$ cat config.mk
export PLATFORM = sky130hd
export DESIGN_NAME = phycl_top
export DESIGN_NICKNAME = d
export VERILOG_FILES = /design/src/pkg/phycl_pkg.sv /design/src/core/phycl_top.sv
export SDC_FILE = /design/constraint.sdc
export NUM_CORES = 1
export LEC_CHECK = 0
export ABC_AREA = 1
export BUFFER_PORTS_ARGS = -buffer_cell sky130_fd_sc_hd__buf_2
export CAP_MARGIN = 20
export CORE_ASPECT_RATIO = 1.5
export CORE_MARGIN = 3
export CORE_UTILIZATION = 45
export CTS_CLUSTER_SIZE = 20
export DETAILED_ROUTE_END_ITERATION = 7
export PLACE_DENSITY_LB_ADDON = 0.15
export SLEW_MARGIN = 25
export SYNTH_ARGS = -nofsm -noshare
export SYNTH_HDL_FRONTEND = slang
export SYNTH_SLANG_ARGS = --single-unit
$ cat constraint.sdc
create_clock -name clk -period 3.4 [get_ports clk]
set_input_delay 0.68 -clock clk [delete_from_list [all_inputs] [get_ports clk]]
set_output_delay 0.68 -clock clk [all_outputs]
set_load 0.01 [all_outputs]
$ cat src/pkg/phycl_pkg.sv
`default_nettype none
package phycl_pkg;
    // clock and settling time
    localparam int CLK_PERIOD_NS = 40;
    localparam int SETTLE_TIME_NS = 330000;
    localparam int SETTLE_CYCLES = (SETTLE_TIME_NS + CLK_PERIOD_NS - 1) / CLK_PERIOD_NS;
    localparam int SETTLE_CNT_W = 14;

    // register indices; byte address is four times the index
    localparam logic [5:0] IDX_BASIC_CTRL = 6'h00;
    localparam logic [5:0] IDX_BASIC_STAT = 6'h01;
    localparam logic [5:0] IDX_MODE_CTRL = 6'h11;

    // basic control fields
    localparam int CTRL_SOFT_RESET = 15;
    localparam int CTRL_LOOPBACK = 14;
    localparam int CTRL_SPEED100 = 13;
    localparam int CTRL_AN_ENABLE = 12;
    localparam int CTRL_ISOLATE = 10;
    localparam int CTRL_FULL_DUPLEX = 8;
    localparam int CTRL_COL_TEST = 7;
    localparam logic [15:0] CTRL_RESET_VAL = 16'h3000;
    localparam logic [15:0] CTRL_WR_MASK = 16'h7580;

    // basic status fields
    localparam int STAT_LINK = 2;
    localparam logic [15:0] STAT_CONST_VAL = 16'h7809;

    // mode control/status fields
    localparam int MODE_EDPD_ENABLE = 13;
    localparam int MODE_REMOTE_LB = 9;
    localparam int MODE_RMII = 5;
    localparam int MODE_REPEATER = 4;
    localparam int MODE_LINK_UP = 1;
    localparam int MODE_CARRIER = 0;
    localparam logic [15:0] MODE_RESET_VAL = 16'h0000;
    localparam logic [15:0] MODE_WR_MASK = 16'h2230;

    // code groups, first bit on the line in the msb
    localparam logic [9:0] CODE_JK = 10'h311;
    localparam logic [4:0] CODE_T = 5'h0D;
    localparam logic [4:0] CODE_R = 5'h07;
    localparam logic [4:0] CODE_IDLE = 5'h1F;
    localparam logic [3:0] ONES_LIMIT = 4'hA;
    localparam logic [2:0] SYM_LAST = 3'h4;

    typedef enum logic [3:0] {
        CS_IDLE = 4'b0001,
        CS_PRE = 4'b0010,
        CS_STREAM = 4'b0100,
        CS_ENDING = 4'b1000
    } phycl_cs_t;

    typedef enum logic [3:0] {
        LK_DOWN = 4'b0001,
        LK_SETTLE = 4'b0010,
        LK_READY = 4'b0100,
        LK_UP = 4'b1000
    } phycl_link_t;
endpackage
`default_nettype wire

$ cat src/core/phycl_top.sv
// How it works
// - carrier goes to the carrier pin in MII, carrier/valid pin in RMII
// - repeater or full duplex: carrier from receive only, else either direction
// - carrier starts on two non-adjacent zeros within ten raw line bits
// - ten ones before a start pair end the carrier
// - after start pair, carrier holds until an end or idle symbol
// - end symbol without follow-up, or idle then data, brings carrier back
// - collision asserted while transmit and receive overlap
// - collision is on the system clock; the MAC synchronises it
// - full duplex holds collision low unless collision test is set
// - collision test mirrors transmit enable within a few cycles
// - speed selects 100 or 10 link result for status bit and indicator
// - valid line enters ready, then up on negotiation grant
// - negotiation off: straight from settle to up, skipping ready
// - wait 330 us settle before ready
// - valid lost in any state: link down at once
// - 10BASE-T link comes from the 10 Mbps receiver
// - near loopback returns transmit data on receive outputs
// - near loopback: collision only under test, transmitters powered down
// - remote loopback resends line data and isolates MAC outputs
// - remote loopback only honoured in RMII mode
// - registers at clause 22 indices, byte address four times index
// - isolate ignores transmit inputs but registers still answer
`default_nettype none
module phycl_top
    import phycl_pkg::*;
#(
    parameter int SETTLE_CYC = SETTLE_CYCLES
) (
    // system
    input wire logic clk,
    input wire logic reset,
    // apb slave
    input wire logic psel,
    input wire logic penable,
    input wire logic pwrite,
    input wire logic [11:0] paddr,
    input wire logic [31:0] pwdata,
    output logic [31:0] prdata,
    output logic pready,
    output logic pslverr,
    // mac transmit side
    input wire logic txEn,
    input wire logic [3:0] txd,
    // mac receive side
    output logic crs,
    output logic crsDv,
    output logic col,
    output logic rxDv,
    output logic [3:0] rxd,
    // line receive stream
    input wire logic lineClk,
    input wire logic lineRxBit,
    input wire logic [3:0] lineRxNibble,
    // line transmit side
    output logic lineTxBit,
    output logic lineTxEn,
    output logic txPowerDown,
    // link sources
    input wire logic signalValid,
    input wire logic anGrant,
    input wire logic link10,
    output logic linkIndicatorOutput
);

    function automatic logic twoApartZeros(input logic [9:0] w);
        logic hit;
        hit = 1'b0;
        for (int i = 0; i < 10; i++) begin
            for (int j = i + 2; j < 10; j++) begin
                if (!w[i] && !w[j]) begin
                    hit = 1'b1;
                end
            end
        end
        return hit;
    endfunction

    // two-stage synchronisers for all foreign inputs
    logic [1:0] lineClkS1_ff;
    logic lineClkPrev_ff;
    logic [1:0] rxBitS1_ff;
    logic [8:0] syncS1_ff, syncS2_ff;
    logic [3:0] nibS1_ff, nibS2_ff;
    logic rxBitS;

    always_ff @(posedge clk) begin
        if (reset) begin
            lineClkS1_ff <= 2'h0;
            lineClkPrev_ff <= 1'b0;
            rxBitS1_ff <= 2'h0;
            syncS1_ff <= 9'h000;
            syncS2_ff <= 9'h000;
            nibS1_ff <= 4'h0;
            nibS2_ff <= 4'h0;
        end else begin
            lineClkS1_ff <= {lineClkS1_ff[0], lineClk};
            lineClkPrev_ff <= lineClkS1_ff[1];
            rxBitS1_ff <= {rxBitS1_ff[0], lineRxBit};
            syncS1_ff <= {txEn, txd, signalValid, anGrant, link10, 1'b0};
            syncS2_ff <= syncS1_ff;
            nibS1_ff <= lineRxNibble;
            nibS2_ff <= nibS1_ff;
        end
    end

    logic lineEdge;
    logic txEnS, validS, grantS, link10S;
    logic [3:0] txdS;
    assign lineEdge = lineClkS1_ff[1] && !lineClkPrev_ff;
    assign rxBitS = rxBitS1_ff[1];
    assign txEnS = syncS2_ff[8];
    assign txdS = syncS2_ff[7:4];
    assign validS = syncS2_ff[3];
    assign grantS = syncS2_ff[2];
    assign link10S = syncS2_ff[1];

    // register file
    logic [15:0] ctrl_ff, mode_ff;
    logic accessDone, isCtrl, isStat, isMode, mapped;
    logic [5:0] regIdx;
    assign accessDone = psel && penable && pready;
    assign regIdx = paddr[7:2];

    always_comb begin
        isCtrl = 1'b0;
        isStat = 1'b0;
        isMode = 1'b0;
        if (paddr[11:8] != 4'h0 || paddr[1:0] != 2'h0) begin
            isCtrl = 1'b0;
        end else if (regIdx == IDX_BASIC_CTRL) begin
            isCtrl = 1'b1;
        end else if (regIdx == IDX_BASIC_STAT) begin
            isStat = 1'b1;
        end else if (regIdx == IDX_MODE_CTRL) begin
            isMode = 1'b1;
        end
        mapped = isCtrl || isStat || isMode;
    end

    logic softReset;
    assign softReset = accessDone && pwrite && isCtrl && pwdata[CTRL_SOFT_RESET];

    always_ff @(posedge clk) begin
        if (reset || softReset) begin
            ctrl_ff <= CTRL_RESET_VAL;
            mode_ff <= MODE_RESET_VAL;
        end else if (accessDone && pwrite && isCtrl) begin
            ctrl_ff <= pwdata[15:0] & CTRL_WR_MASK;
        end else if (accessDone && pwrite && isMode) begin
            mode_ff <= pwdata[15:0] & MODE_WR_MASK;
        end
    end

    logic nearLb, remoteLb, isolate, fullDup, speed100, anEn, colTest, rmii, repeater, edpd;
    assign nearLb = ctrl_ff[CTRL_LOOPBACK];
    assign speed100 = ctrl_ff[CTRL_SPEED100];
    assign anEn = ctrl_ff[CTRL_AN_ENABLE];
    assign isolate = ctrl_ff[CTRL_ISOLATE];
    assign fullDup = ctrl_ff[CTRL_FULL_DUPLEX];
    assign colTest = ctrl_ff[CTRL_COL_TEST];
    assign rmii = mode_ff[MODE_RMII];
    assign repeater = mode_ff[MODE_REPEATER];
    assign edpd = mode_ff[MODE_EDPD_ENABLE];
    assign remoteLb = mode_ff[MODE_REMOTE_LB] && rmii;

    // carrier detector on raw code bits
    phycl_cs_t cs_ff, nxt_cs;
    logic [9:0] win_ff;
    logic [3:0] ones_ff;
    logic [2:0] symCnt_ff;
    logic [4:0] prevSym_ff;
    logic [9:0] win;
    logic [4:0] sym;
    assign win = {win_ff[8:0], rxBitS};
    assign sym = win[4:0];

    always_comb begin
        nxt_cs = cs_ff;
        case (cs_ff)
            CS_IDLE: begin
                if (twoApartZeros(win)) begin
                    nxt_cs = CS_PRE;
                end
            end
            CS_PRE: begin
                if (win == CODE_JK) begin
                    nxt_cs = CS_STREAM;
                end else if (rxBitS && ones_ff == ONES_LIMIT - 4'h1) begin
                    nxt_cs = CS_IDLE;
                end
            end
            CS_STREAM: begin
                // end symbol or idle drops carrier
                if (symCnt_ff == SYM_LAST && (sym == CODE_T || sym == CODE_IDLE)) begin
                    nxt_cs = CS_ENDING;
                end
            end
            CS_ENDING: begin
                if (symCnt_ff == SYM_LAST) begin
                    if ((prevSym_ff == CODE_T && sym == CODE_R) ||
                        (prevSym_ff == CODE_IDLE && sym == CODE_IDLE)) begin
                        nxt_cs = CS_IDLE;
                    end else if (sym == CODE_T || sym == CODE_IDLE) begin
                        nxt_cs = CS_ENDING;
                    end else begin
                        nxt_cs = CS_STREAM;
                    end
                end
            end
            default: nxt_cs = CS_IDLE;
        endcase
    end

    always_ff @(posedge clk) begin
        if (reset) begin
            cs_ff <= CS_IDLE;
            win_ff <= 10'h3FF;
            ones_ff <= 4'h0;
            symCnt_ff <= 3'h0;
            prevSym_ff <= 5'h00;
        end else if (lineEdge) begin
            cs_ff <= nxt_cs;
            // flush so the end symbols' zeros cannot restart carrier
            win_ff <= (nxt_cs == CS_IDLE && cs_ff != CS_IDLE) ? 10'h3FF : win;
            ones_ff <= rxBitS ? ones_ff + 4'h1 : 4'h0;
            // symbols align to the bit after the start pair
            if (cs_ff == CS_PRE || symCnt_ff == SYM_LAST) begin
                symCnt_ff <= 3'h0;
            end else begin
                symCnt_ff <= symCnt_ff + 3'h1;
            end
            if (symCnt_ff == SYM_LAST) begin
                prevSym_ff <= sym;
            end
        end
    end

    logic lineCarrier;
    assign lineCarrier = cs_ff == CS_PRE || cs_ff == CS_STREAM;

    // link state machine
    phycl_link_t lk_ff, nxt_lk;
    logic [SETTLE_CNT_W-1:0] settle_ff;
    logic settleDone;
    assign settleDone = settle_ff >= SETTLE_CNT_W'(SETTLE_CYC - 1);

    always_comb begin
        nxt_lk = lk_ff;
        case (lk_ff)
            LK_DOWN: begin
                if (validS) begin
                    nxt_lk = LK_SETTLE;
                end
            end
            LK_SETTLE: begin
                if (!validS) begin
                    nxt_lk = LK_DOWN;
                end else if (settleDone) begin
                    nxt_lk = anEn ? LK_READY : LK_UP;
                end
            end
            LK_READY: begin
                if (!validS) begin
                    nxt_lk = LK_DOWN;
                end else if (grantS || !anEn) begin
                    nxt_lk = LK_UP;
                end
            end
            LK_UP: begin
                if (!validS) begin
                    nxt_lk = LK_DOWN;
                end
            end
            default: nxt_lk = LK_DOWN;
        endcase
    end

    always_ff @(posedge clk) begin
        if (reset || softReset) begin
            lk_ff <= LK_DOWN;
        end else begin
            lk_ff <= nxt_lk;
        end
    end

    always_ff @(posedge clk) begin
        if (reset || softReset || lk_ff != LK_SETTLE) begin
            settle_ff <= '0;
        end else if (!settleDone) begin
            settle_ff <= settle_ff + SETTLE_CNT_W'(1);
        end
    end

    logic linkUp, linkStatus;
    assign linkUp = lk_ff == LK_UP && validS;
    assign linkStatus = speed100 ? linkUp : link10S;

    // activity and carrier
    logic txAct, rxAct, crsVal, colVal, macOff;
    assign txAct = txEnS && !isolate && !remoteLb;
    assign rxAct = nearLb ? txAct : (lineCarrier && (linkUp || !speed100));
    assign crsVal = (fullDup || repeater) ? rxAct : (rxAct || txAct);
    assign macOff = isolate || remoteLb;

    always_comb begin
        if (colTest) begin
            colVal = txAct;
        end else if (fullDup || nearLb) begin
            colVal = 1'b0;
        end else begin
            colVal = txAct && lineCarrier;
        end
    end

    always_ff @(posedge clk) begin
        if (reset) begin
            crs <= 1'b0;
            crsDv <= 1'b0;
            col <= 1'b0;
            rxDv <= 1'b0;
            rxd <= 4'h0;
        end else begin
            crs <= crsVal && !rmii && !macOff;
            crsDv <= crsVal && rmii && !macOff;
            col <= colVal && !macOff;
            rxDv <= rxAct && !macOff;
            rxd <= macOff ? 4'h0 : (nearLb ? txdS : nibS2_ff);
        end
    end

    always_ff @(posedge clk) begin
        if (reset) begin
            lineTxBit <= 1'b0;
            lineTxEn <= 1'b0;
            txPowerDown <= 1'b1;
            linkIndicatorOutput <= 1'b0;
        end else begin
            lineTxBit <= remoteLb ? rxBitS : 1'b0;
            lineTxEn <= remoteLb || (txAct && !nearLb && linkUp);
            txPowerDown <= nearLb || (edpd && !validS);
            linkIndicatorOutput <= linkStatus;
        end
    end

    // apb answer one cycle after setup
    logic [15:0] rdVal;
    always_comb begin
        rdVal = 16'h0000;
        if (isCtrl) begin
            rdVal = ctrl_ff;
        end else if (isStat) begin
            rdVal = STAT_CONST_VAL;
            rdVal[STAT_LINK] = linkStatus;
        end else if (isMode) begin
            rdVal = mode_ff;
            rdVal[MODE_LINK_UP] = linkUp;
            rdVal[MODE_CARRIER] = crsVal;
        end
    end

    always_ff @(posedge clk) begin
        if (reset) begin
            pready <= 1'b0;
            pslverr <= 1'b0;
            prdata <= 32'h0000_0000;
        end else begin
            pready <= psel && !penable;
            pslverr <= psel && !penable && !mapped;
            prdata <= (psel && !penable && !pwrite) ? {16'h0000, rdVal} : 32'h0000_0000;
        end
    end
endmodule
`default_nettype wire

==> results of run 1 <==
-- flip-flops by register name (all words and copies together), names as in the netlist, 2 cells and up --
name          flops
win_ff            9
mode_ff           4
settle_ff        14
syncS1_ff         8
rxd               4
symCnt_ff         3
rxBitS1_ff        2
syncS2_ff         8
nibS1_ff          4
lk_ff             4
prevSym_ff        5
lineClkS1_ff      2
prdata           13
ctrl_ff           6
ones_ff           4
cs_ff             4
nibS2_ff          4
-- placed cells by master, fill, tap and decap left out, types with 7 or more instances in the layout --
| cell | n |
|---|---|
| nand2_1 | 145 |
| dfxtp_1 | 109 |
| nor2_1 | 92 |
| inv_1 | 87 |
| buf_2 | 68 |
| nand3_1 | 51 |
| a21oi_1 | 42 |
| o21ai_0 | 18 |
| conb_1 | 18 |
| nor3_1 | 13 |
| clkbuf_16 | 9 |
| nor2_2 | 8 |
| inv_2 | 8 |
| a21oi_2 | 8 |
| ha_1 | 7 |
-- metal layers --
| layer | vias up | wire length, µm | global-route usage [%] |
|---|---|---|---|
| met5 | - | 0 | 0 |
| met4 | 0 | 225 | 7.97 |
| met3 | 20 | 362 | 3.31 |
| met2 | 75 | 5950 | 35.0 |
| met1 | 1923 | 4150 | 18.6 |
| li1 | 2192 | - | - |
-- Yosys cell counts (2+ instances only) --
master | number | area share [%]
nand2_1 | 145 | 11
dfxtp_1 | 109 | 44
nor2_1 | 92 | 7.0
inv_1 | 87 | 6.6
nand3_1 | 51 | 5.2
a21oi_1 | 42 | 4.2
buf_4 | 20 | 3.0
o21ai_0 | 18 | 1.8
nor3_1 | 13 | 1.3
a21oi_2 | 8 | 1.4
inv_2 | 8 | 0.61
nor2_2 | 8 | 1.0
ha_1 | 7 | 1.8
buf_2 | 6 | 0.61
nand2_2 | 6 | 0.76
nand4_1 | 6 | 0.76
xor2_1 | 6 | 1.1
o21ai_1 | 5 | 0.51
clkbuf_1 | 4 | 0.30
nor2_4 | 4 | 0.91
nand4_4 | 3 | 1.3
xnor2_1 | 3 | 0.53
nand2_4 | 2 | 0.46
nand3_2 | 2 | 0.40
o211ai_1 | 2 | 0.30
-- cells by family (layout without fill, tap and decap cells) --
group / Yosys count / in the layout / synth area share [%]
xor+xnor: 9 / 9 / 1.59
flops: 109 / 109 / 44.1
simple gates: 338 / 338 / 31.8
fa+ha+maj: 7 / 7 / 1.77
compound gates: 78 / 78 / 8.83
buf+inv: 129 / 179 / 11.8
other cells: 1 / 18 / 0.0758
-- worst paths after layout --
path	cells past startpoint	startpoint	slack, ns	endpoint
max	5	lineClkS1_ff[1]	1.69	ones_ff[2]
min	2	nibS1_ff[1]	0.40	nibS2_ff[1]
max reg2reg	5	lineClkS1_ff[1]	1.69	ones_ff[2]
min reg2reg	2	nibS1_ff[1]	0.40	nibS2_ff[1]
-- through the flow --
| stage | hold WS [ns] | util (%) |
|---|---|---|
| 2_1_floorplan | 0.388 | - |
| 3_3_place_gp | 0.391 | 50.0 |
| 3_5_place_dp | 0.393 | 50.0 |
| 4_1_cts | 0.404 | 52.5 |
| 5_1_grt | 0.421 | 52.5 |
| 6_report | 0.404 | 52.5 |
-- power by group --
group          switching (µW)  internal, µW  total (µW)
Combinational             192           102         294
Clock                     428           556         984
Sequential               31.8          1320        1360
-- worst max-delay path, delay by kind of cell, from the launching register on --
kind | cells | cell delay, ns
simple gates | 2 | 0.47
flops | 1 | 0.30
buf+inv | 2 | 0.36
compound gates | 1 | 0.43
-- area by class of cell --
type / count / area (µm²)
repair buffers: 69 / 348
inverters: 97 / 365
flip-flops and latches: 109 / 2180
multi-input cells: 450 / 2240
well taps: 144 / 180
fillers: 1062 / 5060
clock buffers: 10 / 229
clock inverters: 3 / 40.0
==> metrics, run 1 <==
count of cell types in the netlist=39; placed inst area=0.00532 mm²; core area=0.0106 mm²; Post-synth EDFFs=0; CTS tree=done; detailed placer's ending HPWL=8170 µm; vias in the first global route=4184; most used flip-flop cell after synthesis=dfxtp_1; Final Setup Violations=0; Die Height=134 µm; Setup TNS Final=0 ns; Design Area, Final=0.00559 mm²; Clk Latency, worst-skew pair=0.34 ns; critical path class=register to register; total CTS buffers=9; CP endpoint kind=register; CP Launch Type=register; drt pass-1 iters=4; nets=806; Top Ports=109; Remaining Overflow, GRT=0; largest net degree at the start of global routing=43; final wirelength=10700 µm; status=complete, no violations; PostCTS Resize Cnt=0; CTS Hold Bufs=0; antenna violations before repair=0; yosys warns=0; synth-to-layout area growth=13.0%; DRC viols=0; synthesized area per cell=7.37 µm²; postcts setup bufs=0; flop and latch count out of synthesis=109; Worst-path clk slew=0.06 ns; min cycle time layout=1.71 ns; layout cells sized above 1=17.5%; crit-path cells=inv_1 -> nor2_4 -> inv_2 -> o21ai_0 -> nor2_1; period utilization=50.2%; DR vias=4210; die footprint=0.0123 mm²; Placed Cells=869; Setup WS post-layout=1.69 ns; Leakage=0.00258 µW; Final GP Congestion=0.898; Final Non-Filler Cells=882; global-route wire length before repair=18200 µm; Netlist Area Pre-Place=0.00495 mm²; sequential element share of the synthesized area=44.1%; Via density=4.77; Starting Density=46.5%; antenna violation net count after detailed routing=0; Post-Place Worst Slack=1.51 ns; final hold vios=0; CP arrival=1.92 ns; GRT Util Overall=18.1%; max-slew violations=0; Max Clock Skew=0.00548 ns; max incr delay on CP=0.43 ns; PwrDens=471 mW/mm²; Hold Crit Class=register to register; row count=46; CTS Root Cell=clkbuf_16; max_cap viols=0; Die X=91.6 µm; routed len/inst=12.1 µm; Port Buffers=68; n_diodes=0; fraction of registers with async set/reset=0%; Max VDD drop=247 µV; Fmax=585 MHz; 1st-iter DRT viols=130; slowest CP cell=o21ai_0; Max Fanout on Critical Path=23; Crit path required time=3.61 ns; H-tree levels=3; CTS Buffer Depth=2; overall power=2630 µW; Synth Instances=671; RSZ-0062 raised after global routing=false; clock sinks=109
Power figures use the tool's default switching activity.
==> inputs of run 2 (changes only) <==
Clock period 3.4 ns to 1.75 ns, I/O delays scaled along.
==> run 2 against run 1 <==
- sequential share of layout area is 0.49 points lower
- die area stayed put
- global-route usage shrank 0.16 points
- hold slack got worse by 0.20 ns
- via count grew 0.17%
- critical path type unchanged
==> metrics, run 2 (same netlist as run 1, synthesis figures left out) <==
H-tree levels=3 (unchanged); DR vias=4217 (+0.17%); # fillers=1059 (-0.28%); Final GP Congestion=0.876 (-2.5%); Die Height=134 µm (unchanged); max-slew violations=0 (unchanged); Largest register FFs=14 (unchanged); max_cap viols=0 (unchanged); final hold vios=0 (unchanged); CP arrival=1.83 ns (-0.09 ns); PostCTS Resize Cnt=0 (unchanged); 1st-iter DRT viols=131 (+0.77%); antenna violations before repair=0 (unchanged); Placed Cells=875 (+0.69%); Hold Crit Class=primary input to register; Remaining Overflow, GRT=0 (unchanged); WL met3=386 µm (+6.6%); CP Launch Type=register; Final Non-Filler Cells=891 (+1.0%); core area=0.0106 mm² (unchanged); global-route wire length before repair=18000 µm (-0.98%); antenna violation net count after detailed routing=0 (unchanged); Crit path required time=1.98 ns (-1.63 ns); min cycle time layout=1.60 ns (-0.112 ns); GRT Util Overall=17.9% (-0.16 points); Top reg by flops=settle_ff; Worst-path clk slew=0.07 ns (about the same); vias in the first global route=4060 (-3.0%); commonest non-fill, non-tap cell in the layout=nand2_1; Die X=91.6 µm (unchanged); period utilization=91.2% (+41 points); Via density=4.73 (-0.85%); layout cells sized above 1=18.6% (+1.1 points); flop2flop setup slack=0.15 ns (-1.54 ns); Final Setup Violations=0 (unchanged); PwrDens=917 mW/mm² (+94%); largest net degree at the start of global routing=40 (-7.0%); placed inst area=0.00536 mm² (+0.85%); nets=812 (+0.74%); DRT met1 WL=4210 µm (+1.5%); postcts setup bufs=0 (unchanged); largest registers=settle_ff x14, prdata x13, win_ff x9; detailed placer's ending HPWL=8280 µm (+1.4%); synth-to-layout area growth=14.4%; clock sinks=109 (unchanged); met2 WL=5930 µm (-0.35%); total CTS buffers=9 (unchanged); die footprint=0.0123 mm² (unchanged); Port Buffers=68 (unchanged); CTS Hold Bufs=0 (unchanged); Max Used Layer=met4; Max Clock Skew=0.00513 ns (-0.000352 ns); CTS Root Cell=clkbuf_16; Top Ports=109 (unchanged); CTS tree=done; Leakage=0.00261 µW (+1.4%); RSZ-0062 raised after global routing=false; Starting Density=46.5% (unchanged); routed len/inst=12.0 µm (-0.65%); Design Area, Final=0.00566 mm² (+1.3%); DRC viols=0 (unchanged); Fmax=627 MHz (+7.0%); row count=46 (unchanged); most frequent cells in the layout=nand2_1, dfxtp_1, nor2_1, inv_1, buf_2; status=complete, no violations; CTS Buffer Depth=2 (unchanged); Max Fanout on Critical Path=15 (-35%); Setup TNS Final=0 ns (unchanged); CP endpoint kind=register; Multi-input gate area=0.00224 mm² (unchanged); FF/Latch Area=0.00218 mm² (unchanged); final wirelength=10700 µm (+0.36%); critical path class=register to register; drt pass-1 iters=4 (unchanged); Max VDD drop=376 µV (+52%); n_diodes=0 (unchanged); Clk Latency, worst-skew pair=0.34 ns (about the same)
run 2: metal layers:
| metal | global-route usage [%] | vias to the layer above |
|---|---|---|
| met5 | 0 | - |
| li1 | - | 2207 |
| met1 | 18.9 | 1922 |
| met4 | 7.63 | 0 |
| met3 | 3.25 | 16 |
| met2 | 34.2 | 72 |
run 2: power by group:
group          switching [µW]  internal, µW
Sequential               61.9          2570
Combinational             378           202
Clock                     942          1030
run 2: cell type report:
cell class | count | share of cell area [%]
clock inverter | 6 | 0.995
multi-input combinational | 450 | 39.6
inverter | 97 | 6.46
clock buffer | 10 | 4.22
timing repair buffer | 75 | 6.94
tap | 144 | 3.18
sequential | 109 | 38.6
run 2: critical path: stages, from the launching register on:
cell and delay [ns]:
dfxtp_1 0.36, inv_1 0.10, ha_1 0.20, nor2_1 0.08, nand2_1 0.05, nand2_1 0.07
nand2_2 0.07, nand2_4 0.17, nand2_1 0.11, o21ai_0 0.21, a21oi_2 0.07
run 2: path summary, 6_finish.rpt:
kind                startpoint  cells past startpoint               to
setup / recovery  settle_ff[1]                     10     settle_ff[4]
hold / removal         lineClk                      3  lineClkS1_ff[0]
setup reg to reg  settle_ff[1]                     10     settle_ff[4]
hold reg to reg   syncS1_ff[2]                      2     syncS2_ff[2]
run 2: stage by stage:
| step | total power (µW) | utilization [%] | setup WS (ns) | hold WS, ns |
|---|---|---|---|---|
| after floorplan | 3140 | - | 0.347 | 0.388 |
| after global placement | 3240 | 50.4 | 0.218 | 0.389 |
| after detailed placement | 3270 | 50.4 | 0.185 | 0.397 |
| after CTS | 5250 | 53.1 | 0.139 | 0.190 |
| after global routing | 5440 | 53.1 | 0.00962 | 0.202 |
| final | 5190 | 53.1 | 0.154 | 0.200 |
==> inputs of run 3 (changes only) <==
Settings changed: CELL_PAD_IN_SITES_DETAIL_PLACEMENT set to 0, CELL_PAD_IN_SITES_GLOBAL_PLACEMENT set to 1, CORE_UTILIZATION 45 to 39.
==> run 3 against run 2 <==
- clock-buffer cell count unchanged
- die area up 15%
- non-clock buffer count decreased by 1
- largest cell class unchanged
- register-to-register slack better by 0.06 ns
- routed wire length grew 4.1%
- critical path type unchanged
- sequential power barely moved
- sequential cell count unchanged
- clock skew grew 0.0036 ns
==> metrics, run 3 (same netlist as run 1, synthesis figures left out) <==
Crit path required time=2.03 ns (+0.05 ns); Setup WS post-layout=0.213 ns (+0.0591 ns); Max VDD drop=601 µV (+60%); Worst-path clk slew=0.07 ns (about the same); Post-Place Worst Slack=0.155 ns (-0.0304 ns); routed len/inst=12.4 µm (+3.1%); RSZ-0062 raised after global routing=false; hold endpoint=nibS1_ff[0]; CTS Root Cell=clkbuf_16; slowest CP cell=dfxtp_1; CTS Buffer Depth=2 (unchanged); synth-to-layout area growth=15.4%; Top Ports=109 (unchanged); Max Used Layer=met4; layout cells sized above 1=18.6% (+0.025 points); DRT met1 WL=4490 µm (+6.5%); Cells on Worst Hold Path=3 (unchanged); met2 WL=6160 µm (+3.9%); Design Area, Final=0.00571 mm² (+0.86%); clock sinks=109 (unchanged); Leakage=0.00261 µW (about the same); CP Launch Type=register; Final GP Congestion=0.837 (-4.5%); Remaining Overflow, GRT=0 (unchanged); Setup TNS Final=0 ns (unchanged); detailed placer's ending HPWL=8580 µm (+3.6%); max-slew violations=0 (unchanged); Clk Latency, worst-skew pair=0.35 ns (about the same); Die X=98.0 µm (+6.9%); CTS tree=done; total CTS buffers=9 (unchanged); antenna violations before repair=0 (unchanged); largest net degree at the start of global routing=42 (+5.0%); final hold vios=0 (unchanged); r2r endpoint=settle_ff[3]; DRC viols=0 (unchanged); PostCTS Resize Cnt=0 (unchanged); 1st-iter DRT viols=112 (-15%); CP arrival=1.82 ns (about the same); R2R Path Start=settle_ff[1]; GRT Util Overall=16.4% (-1.6 points); flop2flop setup slack=0.21 ns (+0.06 ns); most frequent cells in the layout=nand2_1, dfxtp_1, nor2_1, inv_1, buf_2; Max Fanout on Critical Path=15 (unchanged); Max Clock Skew=0.00868 ns (+0.00355 ns); Die Height=144 µm (+7.1%); # fillers=1257 (+19%); max_cap viols=0 (unchanged); Largest register FFs=14 (unchanged); antenna violation net count after detailed routing=0 (unchanged); Hold Crit Class=primary input to register; fin util=46.8% (-6.4 points); Fmax=651 MHz (+3.8%); cells on worst reg2reg path=10 (unchanged); Via density=4.69 (-0.84%); core area=0.0122 mm² (+15%); crit-path cells=inv_1 -> ha_1 -> nor2_1 -> nand2_1 -> nand2_1 -> nand2_2 -> nand2_8 -> nand2_2 -> or2_0 -> a21oi_2; Final Setup Violations=0 (unchanged); n_diodes=0 (unchanged); nets=811 (-0.12%); CP endpoint kind=register; placed inst area=0.00537 mm² (about the same); die footprint=0.0141 mm² (+15%); Worst Path Buf+Inv=1 (unchanged); critical path class=register to register; period utilization=87.8% (-3.4 points); critical path's top delay family=simple AND/OR/NAND/NOR gates; H-tree levels=3 (unchanged); DR vias=4219 (+0.047%); Top reg by flops=settle_ff; commonest non-fill, non-tap cell in the layout=nand2_1; PwrDens=951 mW/mm² (+3.7%); CTS Hold Bufs=0 (unchanged); global-route wire length before repair=18800 µm (+4.2%); hold wc startpoint=lineRxNibble[0]; drt pass-1 iters=5 (+1); status=complete, no violations; max incr delay on CP=0.36 ns (about the same); overall power=5430 µW (+4.6%); min cycle time layout=1.54 ns (-0.0591 ns); final wirelength=11200 µm (+4.1%); postcts setup bufs=0 (unchanged); WL met3=325 µm (-16%); row count=49 (+6.5%); vias in the first global route=4018 (-1.0%); largest registers=settle_ff x14, prdata x13, win_ff x9; Port Buffers=68 (unchanged); Starting Density=40.5% (-5.9 points)
[run 3: cell types whose count changed in the layout (fill, tap and decap cells not counted), moves of 2 or more]
cell,previous run,this run
clkinv_4,3,0
inv_8,2,0
bufinv_16,0,2
inv_6,0,3
[run 3: worst min-delay path, cell delays in order]
cell	delay, ns
buf_2	0.09
inv_1	0.04
nor2_1	0.03
[run 3: stage by stage]
stage / cells / hold WS [ns]
floorplan: 688 / 0.388
CTS: 899 / 0.190
finish: 899 / 0.208
global placement: 883 / 0.391
detailed placement: 883 / 0.392
global route: 899 / 0.199
[run 3: power by group]
part           switching (µW)  internal [µW]  leakage (µW)  total, µW
clock network             919           1310      0.000164       2230
registers                60.8           2570      0.000889       2630
logic                     370            201       0.00156        570
[run 3: worst max-delay path by stage]
| stage | from | endpoint | slack, ns | depth (start not counted) |
|---|---|---|---|---|
| 3_3_place_gp | settle_ff[0] | lk_ff[3] | 0.19 | 10 |
| 4_1_cts | settle_ff[1] | settle_ff[4] | 0.14 | 10 |
| 3_5_place_dp | settle_ff[1] | settle_ff[4] | 0.15 | 10 |
| 2_1_floorplan | settle_ff[0] | settle_ff[12] | 0.35 | 9 |
| 5_1_grt | settle_ff[1] | settle_ff[4] | 0.04 | 11 |
| 6_report | settle_ff[1] | settle_ff[3] | 0.21 | 10 |
[run 3: final cells by class]
type | count | area, µm² | share of cell area, %
inverters | 97 | 365 | 6.40
clock inverters | 6 | 91.3 | 1.60
repair buffers | 74 | 385 | 6.75
flip-flops and latches | 109 | 2180 | 38.3
clock buffers | 10 | 239 | 4.19
well taps | 153 | 191 | 3.35
multi-input cells | 450 | 2250 | 39.5
[run 3: routing by layer]
| layer | track usage, % | up-vias |
|---|---|---|
| met5 | 0 | - |
| li1 | - | 2197 |
| met1 | 17.6 | 1943 |
| met2 | 31.2 | 63 |
| met4 | 6.27 | 0 |
| met3 | 3.40 | 16 |
